`src/hdl/oled_init_pkg.sv`:
```
/*
  constants for the panel controller core: widths, command codes, reset values.
  assumes a single 200 mhz core clock; the serial link is sampled, not clocked.
*/
package oled_init_pkg;

  localparam int unsigned DATA_W     = 8;
  localparam int unsigned ENTRY_W    = 9;
  localparam int unsigned FIFO_DEPTH = 8;
  localparam int unsigned BITCNT_W   = 3;
  localparam int unsigned COL_W      = 7;
  localparam int unsigned PAGE_W     = 3;
  localparam int unsigned LINE_W     = 6;
  localparam int unsigned ENTRY_DC   = 8;

  localparam logic [COL_W-1:0]  COL_LAST = 7'h7F;

  localparam logic [7:0] CMD_DISP_OFF   = 8'hAE;
  localparam logic [7:0] CMD_DISP_ON    = 8'hAF;
  localparam logic [7:0] CMD_RESUME_RAM = 8'hA4;
  localparam logic [7:0] CMD_ALL_ON     = 8'hA5;
  localparam logic [7:0] CMD_NORMAL     = 8'hA6;
  localparam logic [7:0] CMD_INVERSE    = 8'hA7;
  localparam logic [7:0] CMD_SEG_NORMAL = 8'hA0;
  localparam logic [7:0] CMD_SEG_REMAP  = 8'hA1;
  localparam logic [7:0] CMD_COM_NORMAL = 8'hC0;
  localparam logic [7:0] CMD_COM_REVERS = 8'hC8;
  localparam logic [7:0] CMD_CONTRAST   = 8'h81;
  localparam logic [7:0] CMD_MUX        = 8'hA8;
  localparam logic [7:0] CMD_OFFSET     = 8'hD3;
  localparam logic [7:0] CMD_CLKDIV     = 8'hD5;
  localparam logic [7:0] CMD_PRECHARGE  = 8'hD9;
  localparam logic [7:0] CMD_COMPINS    = 8'hDA;
  localparam logic [7:0] CMD_VCOMH      = 8'hDB;
  localparam logic [7:0] CMD_PUMP       = 8'h8D;
  localparam logic [7:0] CMD_ADDR_MODE  = 8'h20;

  // range-coded commands: upper bits select, lower bits carry the value
  localparam logic [1:0] PFX_START_LINE = 2'h1;
  localparam logic [3:0] PFX_COL_LOW    = 4'h0;
  localparam logic [4:0] PFX_COL_HIGH   = 5'h02;
  localparam logic [4:0] PFX_PAGE       = 5'h16;

  localparam logic [7:0]        CONTRAST_RST = 8'h7F;
  localparam logic [LINE_W-1:0] START_RST    = 6'h00;
  localparam logic [COL_W-1:0]  COL_RST      = 7'h00;
  localparam logic [PAGE_W-1:0] PAGE_RST     = 3'h0;
  localparam logic [LINE_W-1:0] MUX_RST      = 6'h3F;
  localparam logic [7:0]        ARG_RST      = 8'h00;

endpackage : oled_init_pkg

```
`src/hdl/byte_fifo.sv`:
```
/*
  small synchronous fifo with valid/ready on both sides and a flush.
  assumes one clock; width and depth are parameters, depth a power of two.
*/
`timescale 1ns/10ps
module byte_fifo #(
  parameter int unsigned WIDTH = 9,
  parameter int unsigned DEPTH = 8
) (
  input  wire logic             clk,
  input  wire logic             srst,
  input  wire logic             flush,
  input  wire logic             in_valid,
  output logic                  in_ready,
  input  wire logic [WIDTH-1:0] in_data,
  output logic                  out_valid,
  input  wire logic             out_ready,
  output logic      [WIDTH-1:0] out_data
);
  localparam int unsigned AW = $clog2(DEPTH);

  logic [WIDTH-1:0] mem_q [DEPTH];
  logic [AW:0]      wr_q;
  logic [AW:0]      rd_q;
  logic             full;
  logic             empty;

  assign empty     = (wr_q == rd_q);
  assign full      = (wr_q[AW] != rd_q[AW]) && (wr_q[AW-1:0] == rd_q[AW-1:0]);
  assign in_ready  = !full;
  assign out_valid = !empty;
  assign out_data  = mem_q[rd_q[AW-1:0]];

  always_ff @(posedge clk) begin
    if (in_valid && !full) begin
      mem_q[wr_q[AW-1:0]] <= in_data;
    end
  end

  always_ff @(posedge clk) begin
    if (srst || flush) begin
      wr_q <= '0;
      rd_q <= '0;
    end else begin
      if (in_valid && !full) begin
        wr_q <= wr_q + 1'b1;
      end
      if (out_ready && !empty) begin
        rd_q <= rd_q + 1'b1;
      end
    end
  end

endmodule : byte_fifo

```
`src/hdl/serial_byte_rx.sv`:
```
/*
  4-wire serial receiver: assembles eight bits msb first into one entry.
  assumes all link inputs are already synchronised to clk; clear is a level.
*/
`timescale 1ns/10ps
module serial_byte_rx
  import oled_init_pkg::*;
(
  input  wire logic               clk,
  input  wire logic               clear,
  input  wire logic               sclk_s,
  input  wire logic               cs_n_s,
  input  wire logic               dc_s,
  input  wire logic               sdata_s,
  output logic                    byte_valid,
  output logic      [ENTRY_W-1:0] byte_entry
);
  logic                sclk_prev_q;
  logic [BITCNT_W-1:0] cnt_q;
  logic [DATA_W-2:0]   shift_q;
  logic                rise;

  assign rise = sclk_s && !sclk_prev_q && !cs_n_s;

  always_ff @(posedge clk) begin
    if (clear) begin
      sclk_prev_q <= 1'b1;
    end else begin
      sclk_prev_q <= sclk_s;
    end
  end

  // partial bits are dropped on reset and whenever chip select is released
  always_ff @(posedge clk) begin
    if (clear || cs_n_s) begin
      cnt_q   <= '0;
      shift_q <= '0;
    end else if (rise) begin
      cnt_q   <= cnt_q + 1'b1;
      shift_q <= {shift_q[DATA_W-3:0], sdata_s};
    end
  end

  always_ff @(posedge clk) begin
    if (clear) begin
      byte_valid <= 1'b0;
      byte_entry <= '0;
    end else begin
      byte_valid <= rise && (cnt_q == '1);
      if (rise && (cnt_q == '1)) begin
        byte_entry <= {dc_s, shift_q, sdata_s};
      end
    end
  end

endmodule : serial_byte_rx

```
`src/hdl/oled_panel_reset_and_init.sv`:
```
/*
  panel controller core: reset defaults, serial command intake and decode.
  assumes link pins arrive asynchronously and the ram write port may stall.
*/
`timescale 1ns/10ps
// Contract
// - while panel reset is low the core returns to defaults with the display off.
// - after reset the core runs in 128 by 64 mode.
// - after reset segment and row mapping are normal, driver zero to address zero.
// - reset clears any partly shifted serial bits.
// - after reset the start line is ram address zero.
// - after reset the column counter is zero.
// - after reset the common outputs scan in the normal direction.
// - after reset the contrast is 7Fh.
// - after reset ram contents are shown normally, as command A4h selects.
// - command AEh turns the display off and AFh turns it on.
// - a command byte is eight bits msb first under chip select with select low.
// - a data byte uses the same framing with select high.
module oled_panel_reset_and_init
  import oled_init_pkg::*;
(
  input  wire logic              clk,
  input  wire logic              srst,
  input  wire logic              panel_reset_n,
  input  wire logic              chip_select_n,
  input  wire logic              data_command_select,
  input  wire logic              shift_clk,
  input  wire logic              serial_data,
  output logic                   mem_wr_valid,
  input  wire logic              mem_wr_ready,
  output logic      [PAGE_W-1:0] mem_wr_page,
  output logic      [COL_W-1:0]  mem_wr_col,
  output logic      [7:0]        mem_wr_data,
  output logic                   display_on,
  output logic                   all_pixels_on,
  output logic                   inverse_video,
  output logic                   seg_remap,
  output logic                   com_reverse,
  output logic      [LINE_W-1:0] start_line,
  output logic      [LINE_W-1:0] mux_ratio,
  output logic      [7:0]        contrast,
  output logic      [7:0]        display_offset,
  output logic      [7:0]        clock_div,
  output logic      [7:0]        precharge,
  output logic      [7:0]        com_pins,
  output logic      [7:0]        vcomh_level,
  output logic      [7:0]        charge_pump,
  output logic      [7:0]        addr_mode,
  output logic                   rx_overrun,
  output logic                   in_reset
);

  typedef enum logic [1:0] {
    ST_CMD,
    ST_ARG,
    ST_WRITE
  } state_t;

  // pin synchronisers: stage one feeds stage two only
  logic [4:0] pin_meta_q;
  logic [4:0] pin_sync_q;
  logic       core_rst;

  always_ff @(posedge clk) begin
    if (srst) begin
      // both stages reset to the idle pin levels so no false edge follows reset
      pin_meta_q <= 5'h1E;
      pin_sync_q <= 5'h1E;
    end else begin
      pin_meta_q <= {panel_reset_n, chip_select_n, data_command_select, shift_clk, serial_data};
      pin_sync_q <= pin_meta_q;
    end
  end

  // external reset low or core reset holds every control register at default
  assign core_rst = srst || !pin_sync_q[4];
  assign in_reset = core_rst;

  // serial intake, held clear during reset so stray edges are not taken
  logic               rx_valid;
  logic [ENTRY_W-1:0] rx_entry;
  logic               fifo_in_ready;
  logic               fifo_out_valid;
  logic               fifo_out_ready;
  logic [ENTRY_W-1:0] fifo_out_data;

  serial_byte_rx u_rx (
    .clk        (clk),
    .clear      (core_rst),
    .sclk_s     (pin_sync_q[1]),
    .cs_n_s     (pin_sync_q[3]),
    .dc_s       (pin_sync_q[2]),
    .sdata_s    (pin_sync_q[0]),
    .byte_valid (rx_valid),
    .byte_entry (rx_entry)
  );

  // the link has no flow control, so a full fifo can only be reported
  byte_fifo #(
    .WIDTH (ENTRY_W),
    .DEPTH (FIFO_DEPTH)
  ) u_fifo (
    .clk       (clk),
    .srst      (srst),
    .flush     (core_rst),
    .in_valid  (rx_valid),
    .in_ready  (fifo_in_ready),
    .in_data   (rx_entry),
    .out_valid (fifo_out_valid),
    .out_ready (fifo_out_ready),
    .out_data  (fifo_out_data)
  );

  always_ff @(posedge clk) begin
    if (core_rst) begin
      rx_overrun <= 1'b0;
    end else if (rx_valid && !fifo_in_ready) begin
      rx_overrun <= 1'b1;
    end
  end

  // decode
  state_t     state_q;
  state_t     state_d;
  logic [7:0] pend_cmd_q;
  logic [7:0] ebyte;
  logic       is_data;
  logic       take;
  logic       take_cmd;
  logic       take_arg;
  logic       wants_arg;

  assign ebyte          = fifo_out_data[DATA_W-1:0];
  assign is_data        = fifo_out_data[ENTRY_DC];
  assign fifo_out_ready = (state_q != ST_WRITE);
  assign take           = fifo_out_valid && fifo_out_ready;
  assign take_cmd       = take && !is_data && (state_q == ST_CMD);
  assign take_arg       = take && !is_data && (state_q == ST_ARG);
  assign mem_wr_valid   = (state_q == ST_WRITE);

  always_comb begin
    wants_arg = 1'b0;
    unique case (ebyte)
      CMD_CONTRAST, CMD_MUX, CMD_OFFSET, CMD_CLKDIV, CMD_PRECHARGE,
      CMD_COMPINS, CMD_VCOMH, CMD_PUMP, CMD_ADDR_MODE: wants_arg = 1'b1;
      default: wants_arg = 1'b0;
    endcase
  end

  // a data byte arriving while an argument is pending cancels that argument
  always_comb begin
    state_d = state_q;
    unique case (state_q)
      ST_CMD: begin
        if (take && is_data) begin
          state_d = ST_WRITE;
        end else if (take_cmd && wants_arg) begin
          state_d = ST_ARG;
        end
      end
      ST_ARG: begin
        if (take) begin
          state_d = is_data ? ST_WRITE : ST_CMD;
        end
      end
      ST_WRITE: begin
        if (mem_wr_ready) begin
          state_d = ST_CMD;
        end
      end
    endcase
  end

  always_ff @(posedge clk) begin
    if (core_rst) begin
      state_q    <= ST_CMD;
      pend_cmd_q <= 8'h00;
    end else begin
      state_q <= state_d;
      if (take_cmd) begin
        pend_cmd_q <= ebyte;
      end
    end
  end

  // display on/off and the picture modes
  always_ff @(posedge clk) begin
    if (core_rst) begin
      display_on    <= 1'b0;
      all_pixels_on <= 1'b0;
      inverse_video <= 1'b0;
      seg_remap     <= 1'b0;
      com_reverse   <= 1'b0;
    end else if (take_cmd) begin
      unique case (ebyte)
        CMD_DISP_OFF:   display_on    <= 1'b0;
        CMD_DISP_ON:    display_on    <= 1'b1;
        CMD_RESUME_RAM: all_pixels_on <= 1'b0;
        CMD_ALL_ON:     all_pixels_on <= 1'b1;
        CMD_NORMAL:     inverse_video <= 1'b0;
        CMD_INVERSE:    inverse_video <= 1'b1;
        CMD_SEG_NORMAL: seg_remap     <= 1'b0;
        CMD_SEG_REMAP:  seg_remap     <= 1'b1;
        CMD_COM_NORMAL: com_reverse   <= 1'b0;
        CMD_COM_REVERS: com_reverse   <= 1'b1;
        default: ;
      endcase
    end
  end

  always_ff @(posedge clk) begin
    if (core_rst) begin
      start_line <= START_RST;
    end else if (take_cmd && (ebyte[7:6] == PFX_START_LINE)) begin
      start_line <= ebyte[LINE_W-1:0];
    end
  end

  // two-byte commands take their argument from the next command byte
  always_ff @(posedge clk) begin
    if (core_rst) begin
      contrast       <= CONTRAST_RST;
      mux_ratio      <= MUX_RST;
      display_offset <= ARG_RST;
      clock_div      <= ARG_RST;
      precharge      <= ARG_RST;
      com_pins       <= ARG_RST;
      vcomh_level    <= ARG_RST;
      charge_pump    <= ARG_RST;
      addr_mode      <= ARG_RST;
    end else if (take_arg) begin
      unique case (pend_cmd_q)
        CMD_CONTRAST:  contrast       <= ebyte;
        CMD_MUX:       mux_ratio      <= ebyte[LINE_W-1:0];
        CMD_OFFSET:    display_offset <= ebyte;
        CMD_CLKDIV:    clock_div      <= ebyte;
        CMD_PRECHARGE: precharge      <= ebyte;
        CMD_COMPINS:   com_pins       <= ebyte;
        CMD_VCOMH:     vcomh_level    <= ebyte;
        CMD_PUMP:      charge_pump    <= ebyte;
        CMD_ADDR_MODE: addr_mode      <= ebyte;
        default: ;
      endcase
    end
  end

  // column and page pointers; column wraps after the last column
  always_ff @(posedge clk) begin
    if (core_rst) begin
      mem_wr_col  <= COL_RST;
      mem_wr_page <= PAGE_RST;
    end else if (take_cmd && (ebyte[7:4] == PFX_COL_LOW)) begin
      mem_wr_col <= {mem_wr_col[COL_W-1:4], ebyte[3:0]};
    end else if (take_cmd && (ebyte[7:3] == PFX_COL_HIGH)) begin
      mem_wr_col <= {ebyte[2:0], mem_wr_col[3:0]};
    end else if (take_cmd && (ebyte[7:3] == PFX_PAGE)) begin
      mem_wr_page <= ebyte[PAGE_W-1:0];
    end else if (mem_wr_valid && mem_wr_ready) begin
      mem_wr_col <= (mem_wr_col == COL_LAST) ? COL_RST : mem_wr_col + 1'b1;
    end
  end

  always_ff @(posedge clk) begin
    if (core_rst) begin
      mem_wr_data <= 8'h00;
    end else if (take && is_data) begin
      mem_wr_data <= ebyte;
    end
  end

endmodule : oled_panel_reset_and_init

```
`config.mk`:
```
export PLATFORM = sky130hd
export DESIGN_NAME = oled_panel_reset_and_init
export DESIGN_NICKNAME = d
export VERILOG_FILES = /design/src/hdl/oled_init_pkg.sv /design/src/hdl/byte_fifo.sv /design/src/hdl/serial_byte_rx.sv /design/src/hdl/oled_panel_reset_and_init.sv
export SDC_FILE = /design/constraint.sdc
export NUM_CORES = 1
export LEC_CHECK = 0
export BUFFER_PORTS_ARGS = -buffer_cell sky130_fd_sc_hd__buf_4
export CAP_MARGIN = 30
export CORE_ASPECT_RATIO = 1.75
export CORE_MARGIN = 3
export CORE_UTILIZATION = 55
export CTS_CLUSTER_SIZE = 12
export DETAILED_ROUTE_END_ITERATION = 10
export PLACE_DENSITY = 0.86
export SYNTH_ARGS = -nofsm -noshare
export SYNTH_HDL_FRONTEND = slang
export SYNTH_SLANG_ARGS = --single-unit
```
`constraint.sdc`:
```
create_clock -name clk -period 3.4 [get_ports clk]
set_input_delay 0 -clock clk [delete_from_list [all_inputs] [get_ports clk]]
set_output_delay 0 -clock clk [all_outputs]
set_load 0.005 [all_outputs]
```
==> impl_metrics.yaml <==
routing:
  drc: 0
  wl_per_cell_um: 18.69
  dr.first_iter.drc_count: 245
  avgViaCountPerCell: 5.799
  drtAntennaViolNets: 0
  wl_mm: 19.98
  drt-pass1-iter-count: 5
  routed-via-count: 6199
sta:
  setup_tns_ns: 0
  slew_headroom_pct: 53.50
  rsz0062_at_grt: "false"
  final_max_slew_viol_count: 0
  fin_crit_sh_pct: 88.11
  hold_violations: 0
  worst_slew_pin_slew_ns: 0.6922
  setup_violations: 0
  finClkSkew_ns: 0.007068
  fin_crit_ns: 2.996
  max_clock_freq_mhz: 333.8
  layout_setup_ws_ns: 0.4042
setup_path:
  cp-end-kind: "flop"
  rrSetupSlack_ns: 0.40
  crit_required_ns: 3.80
  cp-start-kind: "flop"
  worstPathArrival_ns: 3.39
  r2r-end: "clock_div[1]"
  path_max_fanout: 9
  crit_type: "reg2reg"
  reg2reg_depth: 7
finish:
  fin_nets: 890
  nFillCells: 1043
  num_antenna_cells: 0
  seqCellArea_mm2: 0.005206
  fin_cells: 1069
  multi_input_area_mm2: 0.003174
  area_delta_synth_final_pct: 21.02
  utilization_pct: 68.02
  drive_gt1_share_pct: 22.99
yosys:
  synth-seq-cells: 224
  netlist_area_mm2: 0.008650
  synth_edf_count: 72
  ys_seq_area_share_pct: 60.18
  syn_area_per_cell_um2: 11.53
  yosysWarnings: 0
  syn_nets: 766
  netlist_instances: 750
  synth_cell_types: 54
  async_flop_share_pct: 0
  ys.flop_type: "dfxtp_1"
placement:
  dp_hpwl_mm: 13.73
  io_buffers: 109
  dp_cells: 1024
  gp_congestion: 0.8872
  place_ws_ns: 0.2882
global_routing:
  grt_max_degree: 62
  overflow: 0
  use_met1_pct: 23.56
  gr-usage-met3_pct: 3.109
  antenna_found_initial: 0
  grt_busiest_layer: "met2"
  grt_util_met2_pct: 44.59
  track_usage_pct: 23.17
  grt_pass1_wl_mm: 31.60
  grt_pass1_vias: 6184
clock_tree:
  cts_buffer_depth: 3
  tritoncts: "yes"
  numCtsBuffers: 22
  clk_pin_slew_ns: 0.06
  clock-sinks: 224
  cts_max_level: 1
  root_buffer: "clkbuf_16"
  clk_latency_ns: 0.49
worst_hold_path:
  min_path_type: "in2reg"
  min_path_cells: 3
  hp-start: "srst"
  hold_end: "pin_sync_q[0]"
floorplan:
  row_count: 60
  die_h_um: 171.9
  die_w_um: 100.8
  floorplan.initialDensity_pct: 56.20
  die-area_mm2: 0.01733
  num_io_pins: 110
  coreArea_mm2: 0.01539
run:
  maxCapViolCount: 0
power_and_ir_drop:
  vdd_drop_max_mv: 0.4456
  leakagePower_uw: 0.003543
  p_per_area_mw_per_mm2: 476.1
status:
  status: "complete, no violations"
-- report_power, final --
| part | internal (µW) | leakage, µW | switching (µW) | total (µW) |
|---|---|---|---|---|
| combinational | 27.4 | 0.00152 | 45.5 | 72.9 |
| clock | 1250 | 0.000304 | 910 | 2160 |
| sequential | 2750 | 0.00172 | 1.31 | 2750 |
| total | 4030 | 0.00354 | 957 | 4980 |
-- flip-flops by register name, summed over array words and instances (netlist names), 2 cells and up, named ones only --
signal	count
addr_mode	8
charge_pump	8
clock_div	8
com_pins	8
contrast	8
display_offset	8
mem_wr_col	7
mem_wr_data	8
mem_wr_page	3
mux_ratio	6
pend_cmd_q	8
pin_meta_q	5
pin_sync_q	5
precharge	8
start_line	6
state_q	2
u_fifo.mem_q	72
u_fifo.rd_q	4
u_fifo.wr_q	4
u_rx.byte_entry	9
u_rx.cnt_q	3
u_rx.shift_q	7
vcomh_level	8
-- worst max-delay path, cell delays in order (launching register included) --
cell and delay [ns]:
dfxtp_2 0.49, mux4_1 0.68, mux2i_4 0.28, nand3_1 0.28, nor4b_2 0.45, and3b_1 0.38
nor2_1 0.08, a211oi_1 0.25
-- how the worst max path moves through the flow --
stage | startpoint | endpoint | slack [ns] | cells after the start
finish | flop | clock_div[1] | 0.40 | 7
global route | flop | clock_div[5] | 0.16 | 7
CTS | flop | contrast[4] | 0.13 | 7
detailed placement | flop | state_q[0] | 0.29 | 8
global placement | flop | contrast[7] | 0.45 | 6
floorplan | flop | state_q[1] | 0.79 | 9
-- routing by layer --
| layer | vias up | part of all wire (%) |
|---|---|---|
| met2 | 252 | 55 |
| met5 | - | 0 |
| met3 | 79 | 5.3 |
| met1 | 2902 | 34 |
| met4 | 0 | 5.0 |
| li1 | 2966 | - |
-- cell families after synthesis --
family | after synthesis | share of synthesized area (%)
AND/OR/NAND/NOR | 263 | 14.28
flip-flops | 224 | 60.18
AO/OA/AOI/OAI | 129 | 10.34
buffers and inverters | 61 | 3.211
multiplexers | 48 | 9.113
XOR/XNOR | 17 | 1.721
adder cells (fa/ha/maj) | 8 | 1.157
-- per-stage QoR --
| step | hold slack [ns] | power, µW | instance area, µm² |
|---|---|---|---|
| 2_1_floorplan | 0.1038 | 2848 | 8650 |
| 6_report | 0.3061 | 4984 | 10470 |
| 3_3_place_gp | 0.1837 | 2869 | 9721 |
| 5_1_grt | 0.3209 | 5121 | 10470 |
| 3_5_place_dp | 0.1871 | 2869 | 9721 |
| 4_1_cts | 0.2834 | 5014 | 10470 |
-- what timing repair did --
action                     CTS  global route
setup endpoints to repair    0             9
hold buffers                12             0
buffers inserted             0             0
hold endpoints to repair    11             0
gates resized for setup      0             2
-- synthesized netlist by cell type (all sizes together) (2+ instances only) --
cell / instances / area, µm²
xor2: 5 / 43.79
a21oi: 22 / 110.1
and2: 5 / 31.28
xnor2: 12 / 105.1
nor3: 13 / 65.06
a31oi: 7 / 43.79
nand2: 48 / 180.2
nand3: 19 / 95.09
nor4b: 3 / 53.80
nor3b: 3 / 22.52
o211ai: 8 / 60.06
nand2b: 6 / 37.54
nor2: 123 / 461.7
a211oi: 66 / 495.5
and4: 2 / 17.52
dfxtp: 152 / 3043
o41ai: 2 / 32.53
ha: 8 / 100.1
and3: 8 / 50.05
edfxtp: 72 / 2162
buf: 24 / 138.9
mux2: 5 / 60.05
mux4: 18 / 457.9
or2: 10 / 65.06
inv: 6 / 22.52
nor4: 2 / 12.51
nor2b: 9 / 56.30
o21ai: 18 / 93.84
mux2i: 25 / 270.3
nand4: 7 / 43.79
clkbuf: 31 / 116.4
-- cell usage in the layout (no fill, tap or decap), types with 2 or more instances in the layout --
master	count
a211oi_1	66
a21oi_1	22
a31oi_1	7
and2_1	3
and3_1	8
and4_1	2
buf_4	142
clkbuf_1	8
clkbuf_16	23
dfxtp_1	151
dlygate4sd3_1	12
edfxtp_1	72
ha_1	8
inv_1	5
mux2_2	4
mux2i_1	21
mux2i_2	3
mux4_1	14
mux4_2	4
nand2_1	48
nand2b_1	6
nand3_1	19
nand4_1	7
nor2_1	123
nor2b_1	8
nor3_1	13
nor3b_1	3
nor4_1	2
nor4b_2	2
o211ai_1	8
o21ai_0	17
o41ai_2	2
or2_2	9
xnor2_1	12
xor2_1	5
-- layout make-up --
cell class	count	share of cell area, %
tap	186	2.223
multi-input combinational	465	30.33
timing repair buffer	155	11.52
clock buffer	33	5.965
inverter	6	0.2271
sequential	224	49.74
Power figures use the tool's default switching activity.
